## config.mk

```make
export PLATFORM = sky130hd
export DESIGN_NAME = rpc_ctl_top
export DESIGN_NICKNAME = d
export VERILOG_FILES = /design/src/rpc_unused_placeholder_none.sv /design/src/rpc_pkg.sv /design/src/rpc_buf.sv /design/src/rpc_timer.sv /design/src/rpc_ctl_top.sv
export VERILOG_INCLUDE_DIRS = /design/src /design/src/src
export SDC_FILE = /design/constraint.sdc
export NUM_CORES = 1
export LEC_CHECK = 0
export ABC_AREA = 1
export BUFFER_PORTS_ARGS = -buffer_cell sky130_fd_sc_hd__buf_2
export CAP_MARGIN = 20
export CORE_ASPECT_RATIO = 1.5
export CORE_UTILIZATION = 40
export DETAILED_ROUTE_END_ITERATION = 7
export HOLD_SLACK_MARGIN = 0.08
export RECOVER_POWER = 50
export SLEW_MARGIN = 20
export SYNTH_ARGS = -nofsm -noshare
export SYNTH_HDL_FRONTEND = slang
export SYNTH_SLANG_ARGS = --single-unit
export TNS_END_PERCENT = 30
```

## constraint.sdc

```tcl
create_clock -name aclk -period 3.3 [get_ports aclk]
set_input_delay 0.825 -clock aclk [delete_from_list [all_inputs] [get_ports aclk]]
set_output_delay 0.825 -clock aclk [all_outputs]
set_load 0.03 [all_outputs]
```

## src/rpc_params.svh

```systemverilog
// constants for the repeater control-pin sequencer and its register map
// Behaviour
// RL1: power-down low forces every channel off whatever the other pins do.
// RL2: restart low holds the detect machine reset, terminations high impedance.
// RL3: pair enable low skips detection; receive terminations go to 50 ohm.
// RL4: pair enable high gives 50 ohm only after a far receiver is found.
// RL5: no receiver found squelches the output and keeps high impedance.
// RL6: idle channel with a receiver squelches but keeps common mode and 50 ohm.
// RL7: enabled, detected and not idle drives the output actively.
// RL8: one enable governs channels A0 and A1, the other B0 and B1.
// RL9: detection is requested by a restart low pulse of at least 200 ns.
// RL10: detection starts on the rising edge of the restart pin.
// RL11: pair enables stable from 200 ns before rise to 2 ms after.
// RL12: exactly one detection pass per restart low pulse.
// RL13: weak input envelope puts the channel into electrical idle.
// RL14: route low multicasts, open connects directly, high cross-connects.
// RL15: for mux functions the route pin moves only between high and open.
// RL16: no receiver on either channel of a pair sets both to high impedance.
// RL17: a floating route pin settles mid level, giving direct connect.
// RL18: each pair's detect result is held until the next restart or power-down.
`ifndef RPC_PARAMS_SVH
`define RPC_PARAMS_SVH

// ----------------------------------------
// timing
// ----------------------------------------
`define RPC_CLK_MHZ       100
`define RPC_PULSE_NS      200
`define RPC_SETUP_NS      200
`define RPC_HOLD_US       2000
`define RPC_PULSE_CYC     ((`RPC_PULSE_NS * `RPC_CLK_MHZ + 999) / 1000)
`define RPC_SETUP_CYC     ((`RPC_SETUP_NS * `RPC_CLK_MHZ + 999) / 1000)
`define RPC_HOLD_CYC      (`RPC_HOLD_US * `RPC_CLK_MHZ)

// ----------------------------------------
// register map
// ----------------------------------------
`define RPC_ADDR_W        4
`define RPC_OFF_CTRL      4'h0
`define RPC_OFF_CMD       4'h4
`define RPC_OFF_STATUS    4'h8
`define RPC_RESP_OKAY     2'h0
`define RPC_RESP_SLVERR   2'h2
`define RPC_CTRL_LOCK     0
`define RPC_ST_BUSY       0
`define RPC_ST_ROOM       1
`define RPC_ST_REFUSED    2
`define RPC_ST_RESTART    3
`define RPC_ST_PWR        4
`define RPC_ST_EN_A       5
`define RPC_ST_EN_B       6
`define RPC_ST_CNT_LSB    8
`define RPC_BUF_DEPTH     2

// ----------------------------------------
// route select field codes
// ----------------------------------------
`define RPC_ROUTE_MCAST   2'h0
`define RPC_ROUTE_DIRECT  2'h1
`define RPC_ROUTE_CROSS   2'h2

`endif

```

## src/rpc_unused_placeholder_none.sv

```systemverilog
// intentionally empty file list terminator
`timescale 1ns/10ps

```

## src/rpc_pkg.sv

```systemverilog
// types shared by the repeater control-pin sequencer
package rpc_pkg;
	// one queued order: bit 0 detect, 2:1 route, 3 pair a, 4 pair b, 5 power on
	typedef struct packed {
		logic       powerdown_n;
		logic       pair_b;
		logic       pair_a;
		logic [1:0] route;
		logic       detect;
	} rpc_cmd_t;

	typedef enum logic [1:0] {
		RPC_SEQ_IDLE,
		RPC_SEQ_PULSE,
		RPC_SEQ_HOLD
	} rpc_seq_t;
endpackage

```

## src/rpc_buf.sv

```systemverilog
// two-entry valid/ready buffer for queued orders
`timescale 1ns/10ps
module rpc_buf #(
	parameter int unsigned W     = 6,
	parameter int unsigned DEPTH = 2
) (
	// clock and reset
	input  wire logic         aclk,
	input  wire logic         aresetn,
	// fill side
	input  wire logic         in_valid,
	input  wire logic [W-1:0] in_data,
	output logic              in_ready,
	// drain side
	output logic              out_valid,
	output logic [W-1:0]      out_data,
	input  wire logic         out_ready
);
	localparam int unsigned PW = (DEPTH > 1) ? $clog2(DEPTH) : 1;

	typedef struct packed {
		logic [DEPTH-1:0][W-1:0] mem;
		logic [PW-1:0]           wr_ptr;
		logic [PW-1:0]           rd_ptr;
		logic [PW:0]             count;
	} rpc_buf_st_t;

	rpc_buf_st_t s;
	rpc_buf_st_t n;
	logic        push;
	logic        pop;

	// honest flags straight from the occupancy count
	assign in_ready  = (s.count != (PW+1)'(DEPTH));
	assign out_valid = (s.count != '0);
	assign out_data  = s.mem[s.rd_ptr];
	assign push      = in_valid && in_ready;
	assign pop       = out_valid && out_ready;

	// pointer and storage update
	always_comb begin
		n = s;
		for (int i = 0; i < DEPTH; i++) begin
			if (push && (s.wr_ptr == PW'(i))) begin
				n.mem[i] = in_data;
			end
		end
		if (push) begin
			n.wr_ptr = (s.wr_ptr == PW'(DEPTH - 1)) ? '0 : PW'(s.wr_ptr + 1'b1);
		end
		if (pop) begin
			n.rd_ptr = (s.rd_ptr == PW'(DEPTH - 1)) ? '0 : PW'(s.rd_ptr + 1'b1);
		end
		n.count = (PW+1)'(s.count + (PW+1)'(push) - (PW+1)'(pop));
	end

	// state register
	always_ff @(posedge aclk) begin
		if (!aresetn) begin
			s <= '0;
		end else begin
			s <= n;
		end
	end
endmodule

```

## src/rpc_timer.sv

```systemverilog
// loadable down-counter used to time pin phases
`timescale 1ns/10ps
module rpc_timer #(
	parameter int unsigned W = 18
) (
	// clock and reset
	input  wire logic         aclk,
	input  wire logic         aresetn,
	// load and status
	input  wire logic         load,
	input  wire logic [W-1:0] value,
	output logic              done
);
	typedef struct packed {
		logic [W-1:0] cnt;
	} rpc_timer_st_t;

	rpc_timer_st_t s;
	rpc_timer_st_t n;

	assign done = (s.cnt == '0);

	// load wins over counting down
	always_comb begin
		n = s;
		if (load) begin
			n.cnt = value;
		end else if (s.cnt != '0) begin
			n.cnt = W'(s.cnt - 1'b1);
		end
	end

	// state register
	always_ff @(posedge aclk) begin
		if (!aresetn) begin
			s <= '0;
		end else begin
			s <= n;
		end
	end
endmodule

```

## src/rpc_ctl_top.sv

```systemverilog
// axi4-lite controlled sequencer for the repeater control pins
//
// Chosen here: the AXI4-Lite interface to the registers and the address map.
`timescale 1ns/10ps
`include "rpc_params.svh"
module rpc_ctl_top #(
	parameter int unsigned HOLD_CYCLES = `RPC_HOLD_CYC
) (
	// clock and reset
	input  wire logic                   aclk,
	input  wire logic                   aresetn,
	// axi4-lite write address
	input  wire logic [`RPC_ADDR_W-1:0] s_axi_awaddr,
	input  wire logic                   s_axi_awvalid,
	output logic                        s_axi_awready,
	// axi4-lite write data
	input  wire logic [31:0]            s_axi_wdata,
	input  wire logic [3:0]             s_axi_wstrb,
	input  wire logic                   s_axi_wvalid,
	output logic                        s_axi_wready,
	// axi4-lite write response
	output logic [1:0]                  s_axi_bresp,
	output logic                        s_axi_bvalid,
	input  wire logic                   s_axi_bready,
	// axi4-lite read address
	input  wire logic [`RPC_ADDR_W-1:0] s_axi_araddr,
	input  wire logic                   s_axi_arvalid,
	output logic                        s_axi_arready,
	// axi4-lite read data
	output logic [31:0]                 s_axi_rdata,
	output logic [1:0]                  s_axi_rresp,
	output logic                        s_axi_rvalid,
	input  wire logic                   s_axi_rready,
	// repeater control pins
	output logic                        full_powerdown_n,
	output logic                        detect_restart_n,
	output logic                        pair_a_detect_enable,
	output logic                        pair_b_detect_enable,
	output logic                        route_select_out,
	output logic                        route_select_oe
);
	localparam int unsigned AW      = `RPC_ADDR_W;
	localparam int unsigned TW      = $clog2(HOLD_CYCLES + 1);
	localparam int unsigned CW      = $bits(rpc_pkg::rpc_cmd_t);
	localparam int unsigned LOW_CYC = (`RPC_PULSE_CYC > `RPC_SETUP_CYC) ? `RPC_PULSE_CYC : `RPC_SETUP_CYC;

	typedef struct packed {
		rpc_pkg::rpc_seq_t seq;
		logic              aw_have;
		logic [AW-1:0]     aw_addr;
		logic              w_have;
		logic [7:0]        w_data;
		logic              w_strb0;
		logic              awready;
		logic              wready;
		logic              bvalid;
		logic [1:0]        bresp;
		logic              arready;
		logic              rvalid;
		logic [31:0]       rdata;
		logic [1:0]        rresp;
		logic              mux_lock;
		logic              refused;
		logic [7:0]        pass_cnt;
		rpc_pkg::rpc_cmd_t last_cmd;
		logic              pd_n;
		logic              restart_n;
		logic              en_a;
		logic              en_b;
		logic              rs_out;
		logic              rs_oe;
	} rpc_main_st_t;

	rpc_main_st_t      s;
	rpc_main_st_t      n;
	rpc_pkg::rpc_cmd_t cmd;
	rpc_pkg::rpc_cmd_t buf_out_data;
	logic              buf_in_valid;
	logic              buf_in_ready;
	logic              buf_out_valid;
	logic              buf_out_ready;
	logic              timer_load;
	logic [TW-1:0]     timer_val;
	logic              timer_done;
	logic              wr_go;
	logic              wr_done;
	logic              clear_ref;
	logic              set_ref;
	logic [AW-1:0]     wa;
	logic [AW-1:0]     ra;

	// ----------------------------------------
	// order queue and phase timer
	// ----------------------------------------
	rpc_buf #(
		.W     (CW),
		.DEPTH (`RPC_BUF_DEPTH)
	) u_buf (
		.aclk      (aclk),
		.aresetn   (aresetn),
		.in_valid  (buf_in_valid),
		.in_data   (s.w_data[CW-1:0]),
		.in_ready  (buf_in_ready),
		.out_valid (buf_out_valid),
		.out_data  (buf_out_data),
		.out_ready (buf_out_ready)
	);

	rpc_timer #(
		.W (TW)
	) u_timer (
		.aclk    (aclk),
		.aresetn (aresetn),
		.load    (timer_load),
		.value   (timer_val),
		.done    (timer_done)
	);

	// ----------------------------------------
	// next-state logic
	// ----------------------------------------
	always_comb begin
		n             = s;
		cmd           = buf_out_data;
		buf_in_valid  = 1'b0;
		buf_out_ready = 1'b0;
		timer_load    = 1'b0;
		timer_val     = '0;
		wr_done       = 1'b0;
		clear_ref     = 1'b0;
		set_ref       = 1'b0;
		wa            = {s.aw_addr[AW-1:2], 2'b00};
		ra            = {s_axi_araddr[AW-1:2], 2'b00};
		wr_go         = s.aw_have && s.w_have && !s.bvalid;
		// address and data are taken independently
		if (s_axi_awvalid && s.awready) begin
			n.aw_have = 1'b1;
			n.aw_addr = s_axi_awaddr;
		end
		if (s_axi_wvalid && s.wready) begin
			n.w_have  = 1'b1;
			n.w_data  = s_axi_wdata[7:0];
			n.w_strb0 = s_axi_wstrb[0];
		end
		if (s.bvalid && s_axi_bready) begin
			n.bvalid = 1'b0;
		end
		// register write; an order waits here while the queue is full
		n.bresp = s.bresp;
		if (wr_go) begin
			wr_done = 1'b1;
			n.bresp = `RPC_RESP_OKAY;
			if (wa == `RPC_OFF_CTRL) begin
				if (s.w_strb0) begin
					n.mux_lock = s.w_data[`RPC_CTRL_LOCK];
				end
			end else if (wa == `RPC_OFF_CMD) begin
				buf_in_valid = s.w_strb0;
				wr_done      = !s.w_strb0 || buf_in_ready;
			end else if (wa == `RPC_OFF_STATUS) begin
				clear_ref = s.w_strb0 && s.w_data[`RPC_ST_REFUSED];
			end else begin
				n.bresp = `RPC_RESP_SLVERR;
			end
			if (wr_done) begin
				n.aw_have = 1'b0;
				n.w_have  = 1'b0;
				n.bvalid  = 1'b1;
			end
		end
		// register read
		if (s.rvalid && s_axi_rready) begin
			n.rvalid = 1'b0;
		end
		if (s_axi_arvalid && s.arready) begin
			n.rvalid = 1'b1;
			n.rdata  = '0;
			n.rresp  = `RPC_RESP_OKAY;
			if (ra == `RPC_OFF_CTRL) begin
				n.rdata[`RPC_CTRL_LOCK] = s.mux_lock;
			end else if (ra == `RPC_OFF_CMD) begin
				n.rdata[CW-1:0] = s.last_cmd;
			end else if (ra == `RPC_OFF_STATUS) begin
				n.rdata[`RPC_ST_BUSY]                       = (s.seq != rpc_pkg::RPC_SEQ_IDLE);
				n.rdata[`RPC_ST_ROOM]                       = buf_in_ready;
				n.rdata[`RPC_ST_REFUSED]                    = s.refused;
				n.rdata[`RPC_ST_RESTART]                    = s.restart_n;
				n.rdata[`RPC_ST_PWR]                        = s.pd_n;
				n.rdata[`RPC_ST_EN_A]                       = s.en_a;
				n.rdata[`RPC_ST_EN_B]                       = s.en_b;
				n.rdata[`RPC_ST_CNT_LSB+7:`RPC_ST_CNT_LSB] = s.pass_cnt;
			end else begin
				n.rresp = `RPC_RESP_SLVERR;
			end
		end
		// pin sequencer: orders are applied only between detection passes
		unique case (s.seq)
			rpc_pkg::RPC_SEQ_IDLE: begin
				if (buf_out_valid) begin
					buf_out_ready = 1'b1;
					n.last_cmd    = cmd;
					n.pd_n        = cmd.powerdown_n;      // [RL1] [RL2]
					n.en_a        = cmd.pair_a;           // [RL8]
					n.en_b        = cmd.pair_b;           // [RL8]
					if (s.mux_lock && (cmd.route == `RPC_ROUTE_MCAST)) begin
						set_ref = 1'b1;                   // [RL15]
					end else if (cmd.route == `RPC_ROUTE_MCAST) begin
						n.rs_out = 1'b0;                  // [RL14]
						n.rs_oe  = 1'b1;
					end else if (cmd.route == `RPC_ROUTE_CROSS) begin
						n.rs_out = 1'b1;                  // [RL14] [RL15]
						n.rs_oe  = 1'b1;
					end else begin
						n.rs_out = 1'b0;                  // [RL17] released pin floats mid level
						n.rs_oe  = 1'b0;
					end
					if (cmd.detect && cmd.powerdown_n) begin
						n.restart_n = 1'b0;               // [RL9]
						timer_load  = 1'b1;
						timer_val   = TW'(LOW_CYC - 1);
						n.seq       = rpc_pkg::RPC_SEQ_PULSE;
					end
				end
			end
			rpc_pkg::RPC_SEQ_PULSE: begin
				if (timer_done) begin
					n.restart_n = 1'b1;                   // [RL10] [RL12]
					timer_load  = 1'b1;
					timer_val   = TW'(HOLD_CYCLES - 1);
					n.seq       = rpc_pkg::RPC_SEQ_HOLD;
				end
			end
			rpc_pkg::RPC_SEQ_HOLD: begin
				if (timer_done) begin                     // [RL11]
					n.pass_cnt = 8'(s.pass_cnt + 1'b1);
					n.seq      = rpc_pkg::RPC_SEQ_IDLE;
				end
			end
		endcase
		// a refusal in the clearing cycle is kept
		n.refused = (s.refused && !clear_ref) || set_ref;
		n.awready = !n.aw_have && !n.bvalid;
		n.wready  = !n.w_have && !n.bvalid;
		n.arready = !n.rvalid;
	end

	// ----------------------------------------
	// state register
	// ----------------------------------------
	always_ff @(posedge aclk) begin
		if (!aresetn) begin
			s           <= '0;
			s.seq       <= rpc_pkg::RPC_SEQ_IDLE;
			s.restart_n <= 1'b1;
		end else begin
			s <= n;
		end
	end

	// outputs straight from the state register
	assign s_axi_awready        = s.awready;
	assign s_axi_wready         = s.wready;
	assign s_axi_bresp          = s.bresp;
	assign s_axi_bvalid         = s.bvalid;
	assign s_axi_arready        = s.arready;
	assign s_axi_rdata          = s.rdata;
	assign s_axi_rresp          = s.rresp;
	assign s_axi_rvalid         = s.rvalid;
	assign full_powerdown_n     = s.pd_n;
	assign detect_restart_n     = s.restart_n;
	assign pair_a_detect_enable = s.en_a;
	assign pair_b_detect_enable = s.en_b;
	assign route_select_out     = s.rs_out;
	assign route_select_oe      = s.rs_oe;

	// ----------------------------------------
	// checks on the driven pins
	// ----------------------------------------
	localparam int PULSE_MIN = LOW_CYC;
	logic [TW-1:0] low_cnt;
	logic [TW-1:0] since_rise;
	logic [TW-1:0] since_en;

	// helper counters: low length, cycles since rise, cycles since enable change
	always_ff @(posedge aclk) begin
		if (!aresetn) begin
			low_cnt    <= '0;
			since_rise <= '1;
			since_en   <= '1;
		end else begin
			low_cnt    <= s.restart_n ? '0 : TW'(low_cnt + 1'b1);
			since_rise <= (n.restart_n && !s.restart_n) ? '0 :
				((since_rise == '1) ? since_rise : TW'(since_rise + 1'b1));
			since_en   <= ((n.en_a != s.en_a) || (n.en_b != s.en_b)) ? '0 :
				((since_en == '1) ? since_en : TW'(since_en + 1'b1));
		end
	end
endmodule

```

; ---- Yosys cells after proc, flatten, opt, wreduce, memory -nomap -nowiden
; Index checks and enable logic that the tools add are counted.
[word_totals]
reg_bits = 94
output_inout_bits = 47
[op_classes]
n_addsub = 6
order_cmp = 1
eq_ne = 12
muxes = 66
n_bitwise = 2
reduce_logical = 42
[ops]
columns = op, n
row1 = 2-to-1 mux 18 bit, 4
row2 = one-hot mux 18 bit (2 select lines), 1
row3 = 2-to-1 mux 35 bit, 1
row4 = 2-to-1 mux 1 bit, 31
row5 = 2-to-1 mux 2 bit, 13
row6 = 2-to-1 mux 6 bit, 4
row7 = 2-to-1 mux 8 bit, 3
row8 = zero test 18 bit, 1
row9 = nonzero test 18 bit, 1
row10 = "subtractor 18 x 1 -> 18 bit, second input constant", 1
row11 = logical AND 1 bit, 17
row12 = 2-to-1 mux 5 bit, 3
row13 = 2-to-1 mux 10 bit, 1
row14 = "adder 8 x 1 -> 8 bit, second input constant", 1
row15 = "== test 2 bit, second input constant", 4
row16 = zero test 2 bit, 4
row17 = "!= test 2 bit, second input constant", 4
row18 = AND reduction 4 bit, 2
row19 = nonzero test 2 bit, 4
row20 = zero test 1 bit, 7
row21 = 2-to-1 mux 7 bit, 1
row22 = "== test 2 x 1 -> 1 bit, second input constant", 3
row23 = one-hot mux 2 bit (3 select lines), 1
row24 = AND reduction 3 bit, 2
row25 = other kinds (10), 15

; ---- Depth between registers and ports, before layout
[logic_depth]
word_depth = 9
depth_mapped = 11

; ---- Modules after synthesis
; A second synthesis with hierarchy kept.
[hier_totals]
hier_cells = 663
hier_area_um2 = 4640.7
[modules_own_cells]
columns = module, instances, cells_per_inst, area_per_inst_um2, seq_area_each_um2
row1 = rpc_ctl_top, 1, 346, 2625.0, 1081.0
row2 = rpc_timer, 1, 207, 1246.2, 360.3
row3 = rpc_buf, 1, 110, 769.5, 320.3

; ---- Least setup slack after synthesis
; Ideal clock, no wire load.
[synth_timing]
path_type = reg2reg
start = reg s[78] (netlist bit)
end = reg u_buf.s[1] (netlist bit)
setup_ns = 0.123
t_arrival_ns = 1.704
slack_ns = 1.474
stages_incl_launch_ff = 11
path_buffers = 0
synth_period_minus_slack_ns = 1.826
cell_sequence = dfxtp_1 -> inv_1 -> ha_1 -> o21ai_2 -> inv_2 -> ha_1 -> inv_1 -> ha_1 -> xor2_1 -> o21ai_0 -> a21oi_1
[synth_via]
elab_chain_len = 4
[synth_rtl]
columns = element, line_no
row1 = from (decl), rpc_ctl_top.sv:74  ; rpc_main_st_t s;
row2 = from (signal assigned), rpc_ctl_top.sv:256  ; s <= n;
row3 = zero test 2 bit, rpc_ctl_top.sv:197  ; unique case (s.seq)
row4 = 2-to-1 mux 1 bit, rpc_ctl_top.sv:197
row5 = named net buf_out_ready, rpc_ctl_top.sv:81  ; logic buf_out_ready;
row6 = logical AND 1 bit, rpc_buf.sv:38  ; assign pop = out_valid && out_ready;
row7 = subtractor 2 x 1 -> 2 bit, rpc_buf.sv:54  ; n.count = (PW+1)'(s.count + (PW+1)'(push) - (PW+1)'(pop));
row8 = to (signal assigned), rpc_buf.sv:62  ; s <= n;
row9 = to (decl), rpc_buf.sv:28  ; rpc_buf_st_t s;
; The timed path passes the listed nets, and every way through them passes these cells.
; A chain may end at the register's enable or synchronous reset.

==> impl_metrics.tcl <==
set metrics [dict create \
    drtAntennaViolNets 0 \
    ys_seq_area_frac 0.419 \
    setup-violations-final 0 \
    finalSetupTns_ps 0 \
    slew-limit-headroom -0.130 \
    cts_buffer_depth 2 \
    finalHoldViolCount 0 \
    holdPathStages 1 \
    wl_per_cell_um 11.9 \
    yosysTopAreaCell "dfxtp_1" \
    num-nets-final 655 \
    p_int_w 0.00249 \
    swShare 0.358 \
    max_cap_violations 1 \
    gp_congestion 0.828 \
    slew_violations 40 \
    dr_total_vias 3533 \
    initial_core_util 0.412 \
    num_rows 45 \
    critPathRequiredTime_ps 3560 \
    switching_power_w 0.00139 \
    drc 0 \
    cts_resized 0 \
    comb_power_share 0.319 \
    grt_first_pass_wirelength_um 15000 \
    run_status "finished with violations" \
    final_cells 743 \
    die_width_um 85.7 \
    multi_input_comb_area_sq_um 1930 \
    fillerInstances 1035 \
    register_area_sq_um 1760 \
    dieArea_sq_um 10900 \
    reg2regPathDepth 9 \
    min_period_ps 2500 \
    violations "capacitance limit, slew limit" \
    power.share.clock 0.322 \
    hp-class "reg -> reg" \
    cts-buffers-inserted 9 \
    cp_slowest_stage_delay_ps 1230 \
    grt_max_degree 40 \
    clock_sinks 88 \
    sequentialPowerShare 0.359 \
    dp.cells 727 \
    synth-seq-cells 88 \
    clkLatencyLatePin_ps 340 \
    synthTopCellsByArea "dfxtp_1 42%, nand2_1 10%, buf_4 6.8%" \
    io-pin-count 98 \
    syn-cell-area_sq_um 4200 \
    first_pass_iters 5 \
    worstPathArrival_ps 2760 \
    total_leakage_power_nw 2.01 \
    power_density_nw_per_um2 827 \
    cpMostUsedCell "clkbuf_1" \
    cts_tree "done" \
    grt_pass1_vias 3313 \
    antenna_found_initial 0 \
    yosysMostFrequentCell "nand2_1" \
    grt_overflow 0 \
    syn_area_per_cell_sq_um 7.38 \
    r2r_slack_ps 1140 \
    dpl_cell_area_sq_um 4360 \
    dpl.hpwl_um 6440 \
    finalWirelength_um 8860 \
    synth_flop_cell "dfxtp_1" \
    coreArea_sq_um 10200 \
    path_cells "clkbuf_1 -> clkbuf_1 -> nand2_2 -> a21oi_1" \
    yosysWarningCount 0 \
    crit_slowest_cell "clkbuf_1" \
    ys_types 38 \
    cts_setup_buffers 0 \
    worst_slew_pin_slew_ps 1690 \
    viasPerCell 4.76 \
    track_usage 0.176 \
    rsz0062_at_grt "false" \
    diodes 0 \
    final.period_utilization 0.757 \
    crit_fanout 39 \
    fp.dieH_um 128 \
    peakVddDrop_mv 0.343 \
    clock.fmax_mhz 401 \
    drive_gt1_frac 0.115 \
    port_buffers 45 \
    finalClockSkew_ps 6.25 \
    end_kind "flop" \
    cts_htree_levels 3 \
    design_area_sq_um 4690 \
    cts_hold_buf 0 \
    async_flop_share 0 \
    synth_edf_count 0 \
    synth.top_cell.area_share 0.419 \
    drt-initial-drc-count 124 \
    cts_root_buf "clkbuf_16" \
    path_class "in -> reg" \
    syn_to_final_growth_pct 11.6 \
    synthTopCellsByCount "113 x nand2_1, 88 x dfxtp_1, 66 x nor2_1" \
    crit_path_start_kind "primary input" \
    syn_inst 569 \
    path_clk_slew_ps 60 \
]
[path summary, 6_finish.rpt]
kind	start	end
max reg2reg	u_timer.s[0]	u_timer.s[12]
min reg2reg	s[77]	s_axi_awready
max	aresetn	u_timer.s[2]
min	s[77]	s_axi_awready
[worst max-delay path, delay by kind of cell]
kind	cells	cell delay (ps)
buffers and inverters	2	1330
and+or+nand+nor	1	360
AOI/OAI and AO/OA	1	220
[power by group through the flow]
stage / Sequential [W] / Combinational (W) / Clock [W]
3_5_place_dp: 0.00142 / 0.00124 / 0
2_1_floorplan: 0.00141 / 0.00100 / 0
5_1_grt: 0.00142 / 0.00143 / 0.00132
3_3_place_gp: 0.00141 / 0.00122 / 0
4_1_cts: 0.00139 / 0.00125 / 0.00127
6_report: 0.00139 / 0.00124 / 0.00125
[through the flow]
| stage | hold WS (ps) | setup slack [ps] | power (W) | util |
|---|---|---|---|---|
| 2_1_floorplan | 422 | 1470 | 0.00242 | - |
| 3_3_place_gp | 438 | 986 | 0.00262 | 0.428 |
| 3_5_place_dp | 442 | 955 | 0.00265 | 0.428 |
| 4_1_cts | 455 | 1170 | 0.00392 | 0.464 |
| 5_1_grt | 475 | 571 | 0.00416 | 0.460 |
| 6_report | 455 | 803 | 0.00388 | 0.460 |
[state kept, by name, summed over array words and instances (netlist names), 15 cells and up]
register	count
u_timer.s	18
s_axi_rdata	15
s	26
u_buf.s	16
[layout make-up]
cell class                 count  area share
clock inverter                 5      0.0272
inverter                      62      0.0497
tap                          141      0.0376
sequential                    88       0.376
clock buffer                  11      0.0518
multi-input combinational    388       0.411
timing repair buffer          48      0.0470
[routing by layer]
metal / up-vias / share of wire / track usage
li1: 1839 / - / -
met1: 1620 / 0.41 / 0.191
met2: 62 / 0.54 / 0.327
met3: 12 / 0.032 / 0.0381
met4: 0 / 0.018 / 0.0716
met5: - / 0 / 0
[cell families after synthesis]
family                   Yosys count  share of synthesized area
AND/OR/NAND/NOR                  239                      0.254
XOR/XNOR                          14                     0.0292
AO/OA/AOI/OAI                    109                      0.140
buffers and inverters            111                      0.135
adder cells (fa/ha/maj)            7                     0.0209
other                              1                   0.000893
flip-flops                        88                      0.419
[layout by cell type, fill, tap and decap left out, types with 2 or more instances in the layout]
cell type / n
nand2_1: 114
dfxtp_1: 88
nor2_1: 68
inv_1: 57
a21oi_1: 54
o21ai_0: 39
buf_2: 29
nand3_1: 25
conb_1: 19
clkbuf_1: 19
xor2_1: 10
nand4_1: 9
clkbuf_16: 9
ha_1: 7
nor2_4: 5
nand2_2: 5
xnor2_1: 4
bufinv_16: 4
o21ai_2: 3
inv_2: 3
a31oi_1: 3
nor2_2: 3
nor3_1: 3
clkinv_1: 2
o31ai_1: 2
o21a_1: 2
nand3_2: 2
nor4_1: 2
No activity file was read; power rests on OpenSTA's default activity.
